[src/amd_pkg.sv]
// Purpose: shared constants and types of the address map decoder
// Assumes: 24-bit physical space seen through a 32-bit cpu address
// Notes: all offsets are physical (upper cpu address bits dropped)
`default_nettype none
package amd_pkg;

  // access width requested by the cpu
  typedef enum logic [1:0] {SZ_BYTE, SZ_HALF, SZ_WORD} amd_size_e;

  // target chosen for one access
  typedef enum logic [2:0] {RG_ROM, RG_RAM, RG_PERI, RG_MODE, RG_EXT, RG_PROHIB} amd_region_e;

  // physical space
  localparam int PHYS_AW = 24;
  localparam logic [23:0] ROM_LAST = 24'h0fffff;
  localparam logic [23:0] EXT_BASE = 24'h100000;
  localparam logic [23:0] EXT_LAST = 24'hff7fff;
  localparam logic [23:0] PROHIB_BASE = 24'hff8000;
  localparam logic [23:0] RAM_BASE = 24'hffb000;
  localparam logic [23:0] RAM_LAST = 24'hffefff;
  localparam logic [23:0] PERI_BASE = 24'hfff000;

  // on-chip controller hole inside the external area: nFF800..nFFFFF, n = 3, 7, b
  localparam logic [8:0] CTL_HOLE_MID = 9'h1ff;
  localparam logic [3:0] CTL_HOLE_N0 = 4'h3;
  localparam logic [3:0] CTL_HOLE_N1 = 4'h7;
  localparam logic [3:0] CTL_HOLE_N2 = 4'hb;

  // port widths
  localparam int RAM_AW = 14;
  localparam int ROM_AW = 20;
  localparam int PERI_AW = 10;
  localparam int EXT_AW = 22;

  // memory expansion mode register: offset in the 1 KB peripheral copy
  localparam logic [9:0] MODE_OFS = 10'h04c;
  localparam logic [7:0] MODE_RESET = 8'h00;
  localparam logic [7:0] MODE_WR_MASK = 8'h0f;
  localparam int MODE_SIZE_LSB = 0;
  localparam int MODE_EXP_BIT = 2;
  localparam int MODE_WAIT_BIT = 3;

  // external size codes
  localparam logic [1:0] EXT_SZ_64K = 2'h0;
  localparam logic [1:0] EXT_SZ_256K = 2'h1;
  localparam logic [1:0] EXT_SZ_1M = 2'h2;
  localparam logic [1:0] EXT_SZ_4M = 2'h3;
  localparam logic [21:0] EXT_MASK_64K = 22'h00ffff;
  localparam logic [21:0] EXT_MASK_256K = 22'h03ffff;
  localparam logic [21:0] EXT_MASK_1M = 22'h0fffff;
  localparam logic [21:0] EXT_MASK_4M = 22'h3fffff;

  // read value for prohibited space and undefined lanes
  localparam logic [31:0] UNDEF_DATA = 32'h0000_0000;

endpackage
`default_nettype wire

[src/amd_region_dec.sv]
// Purpose: classify a 24-bit physical address into its target region
// Assumes: purely combinational, driven from registered request state
// Notes: internal areas are tested first so they always win
`default_nettype none
module amd_region_dec (
  // address under test
  input wire logic [23:0] phys_addr,
  // expansion state
  input wire logic exp_active,
  // result
  output amd_pkg::amd_region_e region
);
  import amd_pkg::*;

  logic in_hole;

  // controller hole in the external area
  assign in_hole = (phys_addr[19:11] == CTL_HOLE_MID) &&
                   (phys_addr[23:20] == CTL_HOLE_N0 || phys_addr[23:20] == CTL_HOLE_N1 ||
                    phys_addr[23:20] == CTL_HOLE_N2);

  // priority decode, internal resources first
  always_comb begin
    if (phys_addr >= PERI_BASE) begin
      // image of the 1 KB copy: upper offset bits ignored, bit 0 ignored
      if (phys_addr[9:1] == MODE_OFS[9:1]) begin
        region = RG_MODE;
      end else begin
        region = RG_PERI;
      end
    end else if (phys_addr >= RAM_BASE && phys_addr <= RAM_LAST) begin
      region = RG_RAM;
    end else if (phys_addr >= PROHIB_BASE) begin
      region = RG_PROHIB;
    end else if (phys_addr <= ROM_LAST) begin
      region = RG_ROM;
    end else if (phys_addr >= EXT_BASE && phys_addr <= EXT_LAST && exp_active && !in_hole) begin
      region = RG_EXT;
    end else begin
      region = RG_PROHIB;
    end
  end

endmodule
`default_nettype wire

[src/amd_mode_reg.sv]
// Purpose: memory expansion mode register and the pin functions it selects
// Assumes: written one byte at a time; single-bit ops arrive as byte rmw
// Notes: reset leaves every bus pin in port mode
`default_nettype none
module amd_mode_reg (
  // clock and reset
  input wire logic clk_sys,
  input wire logic nrst,
  // register access
  input wire logic wr_en,
  input wire logic [7:0] wr_data,
  output logic [7:0] rd_data,
  // decoded state
  output logic exp_active,
  output logic [1:0] ext_size,
  // pin function selects
  output logic port4_bus_en,
  output logic port5_bus_en,
  output logic port6_bus_en,
  output logic port9_bus_en,
  output logic port9_wait_en
);
  import amd_pkg::*;

  logic [7:0] memory_expansion_mode_reg_r;

  // software write, upper nibble held at zero
  always_ff @(posedge clk_sys or negedge nrst) begin
    if (!nrst) begin
      memory_expansion_mode_reg_r <= MODE_RESET;
    end else if (wr_en) begin
      memory_expansion_mode_reg_r <= wr_data & MODE_WR_MASK;
    end
  end

  // decoded fields
  assign rd_data = memory_expansion_mode_reg_r;
  assign exp_active = memory_expansion_mode_reg_r[MODE_EXP_BIT];
  assign ext_size = memory_expansion_mode_reg_r[MODE_SIZE_LSB +: 2];

  // pin functions: ports 4, 5, 9 carry the bus; port 6 carries high address lines
  assign port4_bus_en = exp_active;
  assign port5_bus_en = exp_active;
  assign port6_bus_en = exp_active && (ext_size != EXT_SZ_64K);
  assign port9_bus_en = exp_active;
  assign port9_wait_en = exp_active && memory_expansion_mode_reg_r[MODE_WAIT_BIT];

endmodule
`default_nettype wire

[src/amd_decoder.sv]
// Purpose: route cpu accesses to rom, ram, peripherals or external bus
// Assumes: targets answer with a one-cycle ack on clk_sys
// Notes: one access in flight; peripheral word access takes two halfword steps
`default_nettype none
module amd_decoder (
  // clock and reset
  input wire logic clk_sys,
  input wire logic nrst,
  // cpu request
  input wire logic cpu_req,
  input wire logic cpu_fetch,
  input wire logic cpu_we,
  input wire amd_pkg::amd_size_e cpu_size,
  input wire logic [31:0] cpu_addr,
  input wire logic [31:0] cpu_wdata,
  // cpu answer
  output logic cpu_ready,
  output logic cpu_ack,
  output logic cpu_fault,
  output logic [31:0] cpu_rdata,
  // internal rom
  output logic rom_req,
  output logic [amd_pkg::ROM_AW-1:0] rom_addr,
  input wire logic rom_ack,
  input wire logic [31:0] rom_rdata,
  // internal ram
  output logic ram_req,
  output logic ram_we,
  output logic [3:0] ram_be,
  output logic [amd_pkg::RAM_AW-1:0] ram_addr,
  output logic [31:0] ram_wdata,
  input wire logic ram_ack,
  input wire logic [31:0] ram_rdata,
  // peripheral registers, halfword bus
  output logic per_req,
  output logic per_we,
  output logic per_byte_acc,
  output logic [amd_pkg::PERI_AW-1:0] per_addr,
  output logic [15:0] per_wdata,
  input wire logic per_ack,
  input wire logic per_byte_wide,
  input wire logic [15:0] per_rdata,
  // external memory bus
  output logic ext_req,
  output logic ext_we,
  output logic [3:0] ext_be,
  output logic [amd_pkg::EXT_AW-1:0] ext_addr,
  output logic [31:0] ext_wdata,
  input wire logic ext_ack,
  input wire logic [31:0] ext_rdata,
  // pin function selects
  output logic port4_bus_en,
  output logic port5_bus_en,
  output logic port6_bus_en,
  output logic port9_bus_en,
  output logic port9_wait_en
);
  import amd_pkg::*;

  typedef enum logic [1:0] {ST_IDLE, ST_LO, ST_HI, ST_DONE} amd_state_e;

  amd_state_e state_r;
  amd_state_e state_nxt;
  logic [23:0] addr_r;
  logic we_r;
  logic fetch_r;
  amd_size_e size_r;
  logic [31:0] wdata_r;
  logic [31:0] rdata_r;
  logic fault_r;
  amd_region_e region;
  logic exp_active;
  logic [1:0] ext_size;
  logic [7:0] mode_rd;
  logic mode_wr;
  logic step_done;
  logic blocked;
  logic per_word;

  // byte enables from size and low address bits
  function automatic logic [3:0] lane_be(input amd_size_e sz, input logic [1:0] a);
    logic [3:0] be;
    be = 4'h0;
    case (sz)
      SZ_BYTE: be = 4'h1 << a;
      SZ_HALF: be = a[1] ? 4'hc : 4'h3;
      SZ_WORD: be = 4'hf;
      default: be = 4'h0;
    endcase
    return be;
  endfunction

  // move the addressed lanes of a 32-bit read down to bit 0
  function automatic logic [31:0] lane_align(input amd_size_e sz, input logic [1:0] a,
                                             input logic [31:0] d);
    logic [31:0] sh;
    sh = d >> {a, 3'h0};
    case (sz)
      SZ_BYTE: lane_align = {24'h0, sh[7:0]};
      SZ_HALF: lane_align = {16'h0, sh[15:0]};
      default: lane_align = d;
    endcase
  endfunction

  // replicate narrow write data onto every lane
  function automatic logic [31:0] lane_spread(input amd_size_e sz, input logic [31:0] d);
    case (sz)
      SZ_BYTE: lane_spread = {4{d[7:0]}};
      SZ_HALF: lane_spread = {2{d[15:0]}};
      default: lane_spread = d;
    endcase
  endfunction

  // external image mask for the selected physical size
  function automatic logic [21:0] ext_mask(input logic [1:0] code);
    case (code)
      EXT_SZ_64K: ext_mask = EXT_MASK_64K;
      EXT_SZ_256K: ext_mask = EXT_MASK_256K;
      EXT_SZ_1M: ext_mask = EXT_MASK_1M;
      default: ext_mask = EXT_MASK_4M;
    endcase
  endfunction

  // region of the request in flight
  amd_region_dec u_region (
    .phys_addr(addr_r),
    .exp_active(exp_active),
    .region(region)
  );

  // expansion mode register and pin functions
  amd_mode_reg u_mode (
    .clk_sys(clk_sys),
    .nrst(nrst),
    .wr_en(mode_wr),
    .wr_data(wdata_r[7:0]),
    .rd_data(mode_rd),
    .exp_active(exp_active),
    .ext_size(ext_size),
    .port4_bus_en(port4_bus_en),
    .port5_bus_en(port5_bus_en),
    .port6_bus_en(port6_bus_en),
    .port9_bus_en(port9_bus_en),
    .port9_wait_en(port9_wait_en)
  );

  // fetch into the peripheral area is refused without touching anything
  assign blocked = fetch_r && (region == RG_PERI || region == RG_MODE);
  assign per_word = (size_r == SZ_WORD);

  // capture a request; data accesses and fetches both drop bits 31..24
  always_ff @(posedge clk_sys or negedge nrst) begin
    if (!nrst) begin
      addr_r <= 24'h000000;
      we_r <= 1'b0;
      fetch_r <= 1'b0;
      size_r <= SZ_BYTE;
      wdata_r <= 32'h0000_0000;
    end else if (state_r == ST_IDLE && cpu_req) begin
      addr_r <= cpu_addr[PHYS_AW-1:0];
      we_r <= cpu_we && !cpu_fetch;
      fetch_r <= cpu_fetch;
      size_r <= cpu_size;
      wdata_r <= cpu_wdata;
    end
  end

  // completion of the current step
  always_comb begin
    step_done = 1'b0;
    if (state_r == ST_LO || state_r == ST_HI) begin
      if (blocked) begin
        step_done = 1'b1;
      end else begin
        case (region)
          RG_ROM: step_done = rom_ack;
          RG_RAM: step_done = ram_ack;
          RG_PERI: step_done = per_ack;
          RG_EXT: step_done = ext_ack;
          default: step_done = 1'b1; // mode register and prohibited finish at once
        endcase
      end
    end
  end

  // sequencer: peripheral word accesses run a second halfword step
  always_comb begin
    state_nxt = state_r;
    case (state_r)
      ST_IDLE: if (cpu_req) state_nxt = ST_LO;
      ST_LO: begin
        if (step_done) begin
          state_nxt = (region == RG_PERI && per_word && !blocked) ? ST_HI : ST_DONE;
        end
      end
      ST_HI: if (step_done) state_nxt = ST_DONE;
      ST_DONE: state_nxt = ST_IDLE;
      default: state_nxt = ST_IDLE;
    endcase
  end

  // state register
  always_ff @(posedge clk_sys or negedge nrst) begin
    if (!nrst) begin
      state_r <= ST_IDLE;
    end else begin
      state_r <= state_nxt;
    end
  end

  // read data collection
  always_ff @(posedge clk_sys or negedge nrst) begin
    if (!nrst) begin
      rdata_r <= 32'h0000_0000;
    end else if (state_r == ST_IDLE && cpu_req) begin
      rdata_r <= UNDEF_DATA;
    end else if (step_done && !blocked) begin
      case (region)
        RG_ROM: rdata_r <= lane_align(size_r, addr_r[1:0], rom_rdata);
        RG_RAM: rdata_r <= lane_align(size_r, addr_r[1:0], ram_rdata);
        RG_EXT: rdata_r <= lane_align(size_r, addr_r[1:0], ext_rdata);
        RG_MODE: rdata_r <= {24'h0, mode_rd};
        RG_PERI: begin
          if (state_r == ST_HI) begin
            rdata_r[31:16] <= per_rdata;
          end else if (size_r == SZ_BYTE || per_byte_wide) begin
            rdata_r <= {24'h0, per_rdata[7:0]};
          end else begin
            rdata_r[15:0] <= per_rdata;
          end
        end
        default: rdata_r <= UNDEF_DATA;
      endcase
    end
  end

  // fault flag for refused fetches
  always_ff @(posedge clk_sys or negedge nrst) begin
    if (!nrst) begin
      fault_r <= 1'b0;
    end else if (state_r == ST_LO) begin
      fault_r <= blocked;
    end
  end

  // mode register write, prohibited writes store nothing
  assign mode_wr = (state_r == ST_LO) && (region == RG_MODE) && we_r && !blocked;

  // cpu side
  assign cpu_ready = (state_r == ST_IDLE);
  assign cpu_ack = (state_r == ST_DONE);
  assign cpu_fault = fault_r;
  assign cpu_rdata = rdata_r;

  // internal rom
  assign rom_req = (state_r == ST_LO) && (region == RG_ROM) && !blocked;
  assign rom_addr = addr_r[ROM_AW-1:0];

  // internal ram, offset from its base
  assign ram_req = (state_r == ST_LO) && (region == RG_RAM);
  assign ram_we = we_r;
  assign ram_be = lane_be(size_r, addr_r[1:0]);
  assign ram_addr = RAM_AW'(addr_r - RAM_BASE);
  assign ram_wdata = lane_spread(size_r, wdata_r);

  // peripheral halfword bus: bit 0 dropped, second step at n+2
  assign per_req = (state_r == ST_LO || state_r == ST_HI) && (region == RG_PERI) && !blocked;
  assign per_we = we_r;
  assign per_byte_acc = (size_r == SZ_BYTE);
  assign per_addr = {addr_r[PERI_AW-1:2], (state_r == ST_HI) | addr_r[1], 1'b0};

  // write lanes: byte data sits low; byte-wide registers take only the low byte, except in the second word step
  always_comb begin
    if (state_r == ST_HI) begin
      per_wdata = wdata_r[31:16];
    end else if (size_r == SZ_BYTE || per_byte_wide) begin
      per_wdata = {8'h00, wdata_r[7:0]};
    end else begin
      per_wdata = wdata_r[15:0];
    end
  end

  // external bus only for the external region, imaged onto the physical size
  assign ext_req = (state_r == ST_LO) && (region == RG_EXT);
  assign ext_we = we_r;
  assign ext_be = lane_be(size_r, addr_r[1:0]);
  assign ext_addr = addr_r[EXT_AW-1:0] & ext_mask(ext_size);
  assign ext_wdata = lane_spread(size_r, wdata_r);

endmodule
`default_nettype wire

[config.mk]
export PLATFORM = sky130hd
export DESIGN_NAME = amd_decoder
export DESIGN_NICKNAME = d
export VERILOG_FILES = /design/src/amd_pkg.sv /design/src/amd_region_dec.sv /design/src/amd_mode_reg.sv /design/src/amd_decoder.sv
export SDC_FILE = /design/constraint.sdc
export NUM_CORES = 1
export LEC_CHECK = 0
export BUFFER_PORTS_ARGS = -buffer_cell sky130_fd_sc_hd__buf_2
export CORE_UTILIZATION = 35
export CTS_BUF_LIST = sky130_fd_sc_hd__clkbuf_8
export DETAILED_ROUTE_END_ITERATION = 12
export SYNTH_ARGS = -nofsm -noshare
export SYNTH_HDL_FRONTEND = slang
export SYNTH_HIERARCHICAL = 1
export SYNTH_SLANG_ARGS = --single-unit
[constraint.sdc]
create_clock -name clk_sys -period 7.16 [get_ports clk_sys]
set_clock_uncertainty 0.05 [all_clocks]
set_input_delay 1.432 -clock clk_sys [delete_from_list [all_inputs] [get_ports clk_sys]]
set_output_delay 1.432 -clock clk_sys [all_outputs]
set_load 0.005 [all_outputs]
==> metrics.txt <==
slowest library cell on the worst path buf_4; Tmin final 4790 ps; WP data required 5680 ps; Min-Delay Path Depth 2; setup TNS 0 ps; Setup Fix Bufs, Post-CTS 0; max_cap viols 0; Cell Area, Synth about 0.0079 sq mm; FFs w/ async S/R, synth 1.00; Max VDD drop between 0.2 and 0.25 mV; crit end category output port; final slew viol count 0; Critical R2R Capture cpu_rdata[12]$_DFFE_PN0P_; crit path kind reg -> out; Nets approximately 1300; Die Area 0.0231 sq mm; leading cell types in the layout, fill and taps excluded 379 x buf_2, 104 x mux2_2, 96 x dfrtp_1; outcome completed; vias in the first global route 7379; drt initial violations between 500 and 600; Worst Hold End cpu_rdata[15]$_DFFE_PN0P_; Final Hold Fails 0; RSZ-0062 raised after global routing no; CP max stage delay slightly below 600 ps; commonest non-fill, non-tap cell in the layout buf_2; crit-path max FO 56; worst path arrival time roughly 3300 ps; CTS tree done; gpl congestion roughly 0.92; core area around 0.022 sq mm; maximum clock frequency approximately 210 MHz; Critical Path, Cell by Cell or4b_1 -> nor4_2 -> nor4_1 -> a211oi_4 -> buf_4 -> nor3_1 -> and2_1 -> buf_2; min-delay worst type reg -> reg; Power Density approximately 400 mW/mm^2; # rows 54; largest net degree at the start of global routing 73; grt total ovfl 0; Seq/Total Area, Yosys 0.315; Overall Power around 3.8 mW; CTS Root Cell clkbuf_8; vias per std cell 5.52; Slew @ Worst Pin ~1100 ps; Die Ht roughly 150 um; HP Start cpu_rdata[15]$_DFFE_PN0P_; global-route wire length before repair ~46 mm; Final Cycle Share 0.668; Clock Latency Late Sink approximately 400 ps; Max Root-Sink Buffers 2; synth warn 6; top_reg_cell synth dfrtp_1; CP Launch Type register; Reg clk slew, reported paths 120 ps; worst r2r src addr_r[21]$_DFFE_PN0P_; Area Overhead vs Synth 19.2%; clock buffer count from CTS 9; initial antenna violation count 1; setup violators final 0; GR Util All Layers 0.263; Mean Syn Cell Area about 9.4 sq um; r2r setup slk approximately 3000 ps; io pins between 300 and 400; post-CTS sizing 0; DP HPWL around 23 mm; effective utilization at floorplan 0.359; DRT Pass-1 Iters 6; Reg2Reg Depth 10; Vias about 7500; fillcell total 2271; chip width 152 um; Post-synth EDFFs 0; PortBufs 380; ANT nets after route 0; clock sinks between 90 and 100; Leakage between 4 and 5 nW; Max-slew headroom 0.233; final wirelength about 30 mm; Residual DRC 0; Post-CTS Hold Fix Bufs 0; htree depth 3; Syn Inst Count around 840; Cell variety after synth 64; Routed WL per cell around 23 um; FF+latch count, synth 99; share of cells above drive strength 1 0.500
-- Yosys cell counts, types with 2 or more instances --
cell,n,share of area
buf_4,116,0.11
mux2_2,104,0.15
dfrtp_1,99,0.32
nand2_1,79,0.038
mux2i_1,56,0.071
o21ai_0,54,0.034
a22oi_1,38,0.036
clkbuf_1,28,0.013
a21oi_1,23,0.015
buf_2,22,0.014
nor2_1,19,0.0091
o2bb2ai_1,19,0.021
a211oi_1,18,0.017
a22o_1,16,0.018
nor2b_1,11,0.0088
nor3_1,10,0.0064
a221o_1,9,0.011
a221oi_1,9,0.010
buf_1,9,0.0043
nand3_1,9,0.0057
and2_1,7,0.0056
inv_1,7,0.0033
o21a_1,6,0.0057
o221ai_1,6,0.0067
a2bb2oi_1,4,0.0045
ha_1,4,0.0064
nand2b_1,4,0.0032
and3_1,3,0.0024
nor2_2,3,0.0024
nor3b_1,3,0.0029
a31oi_1,2,0.0016
a32oi_1,2,0.0022
buf_6,2,0.0029
conb_1,2,0.00096
nand3b_1,2,0.0019
nor4_1,2,0.0016
or2_2,2,0.0016
or3_1,2,0.0016
or4b_1,2,0.0025
-- cells by family after synthesis --
| kind of cell | Yosys count | share of synthesized area |
|---|---|---|
| AOI/OAI and AO/OA | 219 | 0.198 |
| xor gates and xnor gates | 1 | 0.00111 |
| adders and majority gates | 4 | 0.00637 |
| buffers and inverters | 184 | 0.149 |
| DFF | 99 | 0.315 |
| muxes | 160 | 0.220 |
| other | 2 | 0.000956 |
| and+or+nand+nor | 169 | 0.109 |
-- state kept, by name, summed over array words and instances (netlist names) --
register / count
cpu_rdata: 32
wdata_r: 32
addr_r: 24
u_mode/rd_data: 4
size_r: 2
state_r: 2
cpu_fault: 1
ext_we: 1
fetch_r: 1
-- layer usage --
layer | vias up | GRT usage | wire (um) | share of wire
met4 | 0 | 0.105 | 1070 | 0.035
met2 | 376 | 0.428 | 14700 | 0.47
met3 | 43 | 0.0588 | 2200 | 0.071
met5 | - | 0 | 0 | 0
li1 | 3417 | - | - | -
met1 | 3647 | 0.338 | 12900 | 0.42
-- stage by stage --
stage,setup WS [ps],hold WS [ps],util,area (sq um),cells
after floorplan,3000,413,-,7870,841
after global placement,2810,405,0.418,9150,1339
after detailed placement,2800,407,0.418,9150,1339
after CTS,2330,435,0.428,9370,1355
after global routing,2110,460,0.428,9370,1356
final,2370,433,0.428,9370,1356
-- cell type report --
type | count | area, sq um | area share
well taps | 280 | 350 | 0.0374
inverters | 7 | 26.3 | 0.00280
multi-input cells | 558 | 4270 | 0.456
flip-flops and latches | 99 | 2480 | 0.265
clock buffers | 9 | 124 | 0.0132
repair buffers | 395 | 2020 | 0.215
clock inverters | 7 | 93.8 | 0.0100
diodes | 1 | 2.50 | 0.000267
-- power by group --
part | total [mW] | switching (mW) | internal, mW | leakage (nW)
Sequential | 0.991 | 0.234 | 0.757 | 1.25
Combinational | 2.45 | 1.36 | 1.09 | 3.29
Clock | 0.397 | 0.254 | 0.143 | 0.107
Total | 3.84 | 1.85 | 1.99 | 4.65
-- worst max-delay path, delay by kind of cell, from the launching register on --
| kind | cells | cell delay [ps] |
|---|---|---|
| flip-flops | 1 | 450 |
| AO/OA/AOI/OAI | 1 | 200 |
| AND/OR/NAND/NOR | 5 | 1500 |
| buffers and inverters | 2 | 710 |
-- worst max path at each step --
stage	start	endpoint	slack [ps]	cells after the start
2_1_floorplan	addr_r[5]$_DFFE_PN0P_	ram_req	3000	9
3_3_place_gp	addr_r[4]$_DFFE_PN0P_	rom_req	2810	8
3_5_place_dp	addr_r[4]$_DFFE_PN0P_	rom_req	2800	8
4_1_cts	addr_r[4]$_DFFE_PN0P_	rom_req	2330	8
5_1_grt	addr_r[21]$_DFFE_PN0P_	rom_req	2110	8
6_report	addr_r[5]$_DFFE_PN0P_	rom_req	2370	8
(Power assumes the default switching activity.)
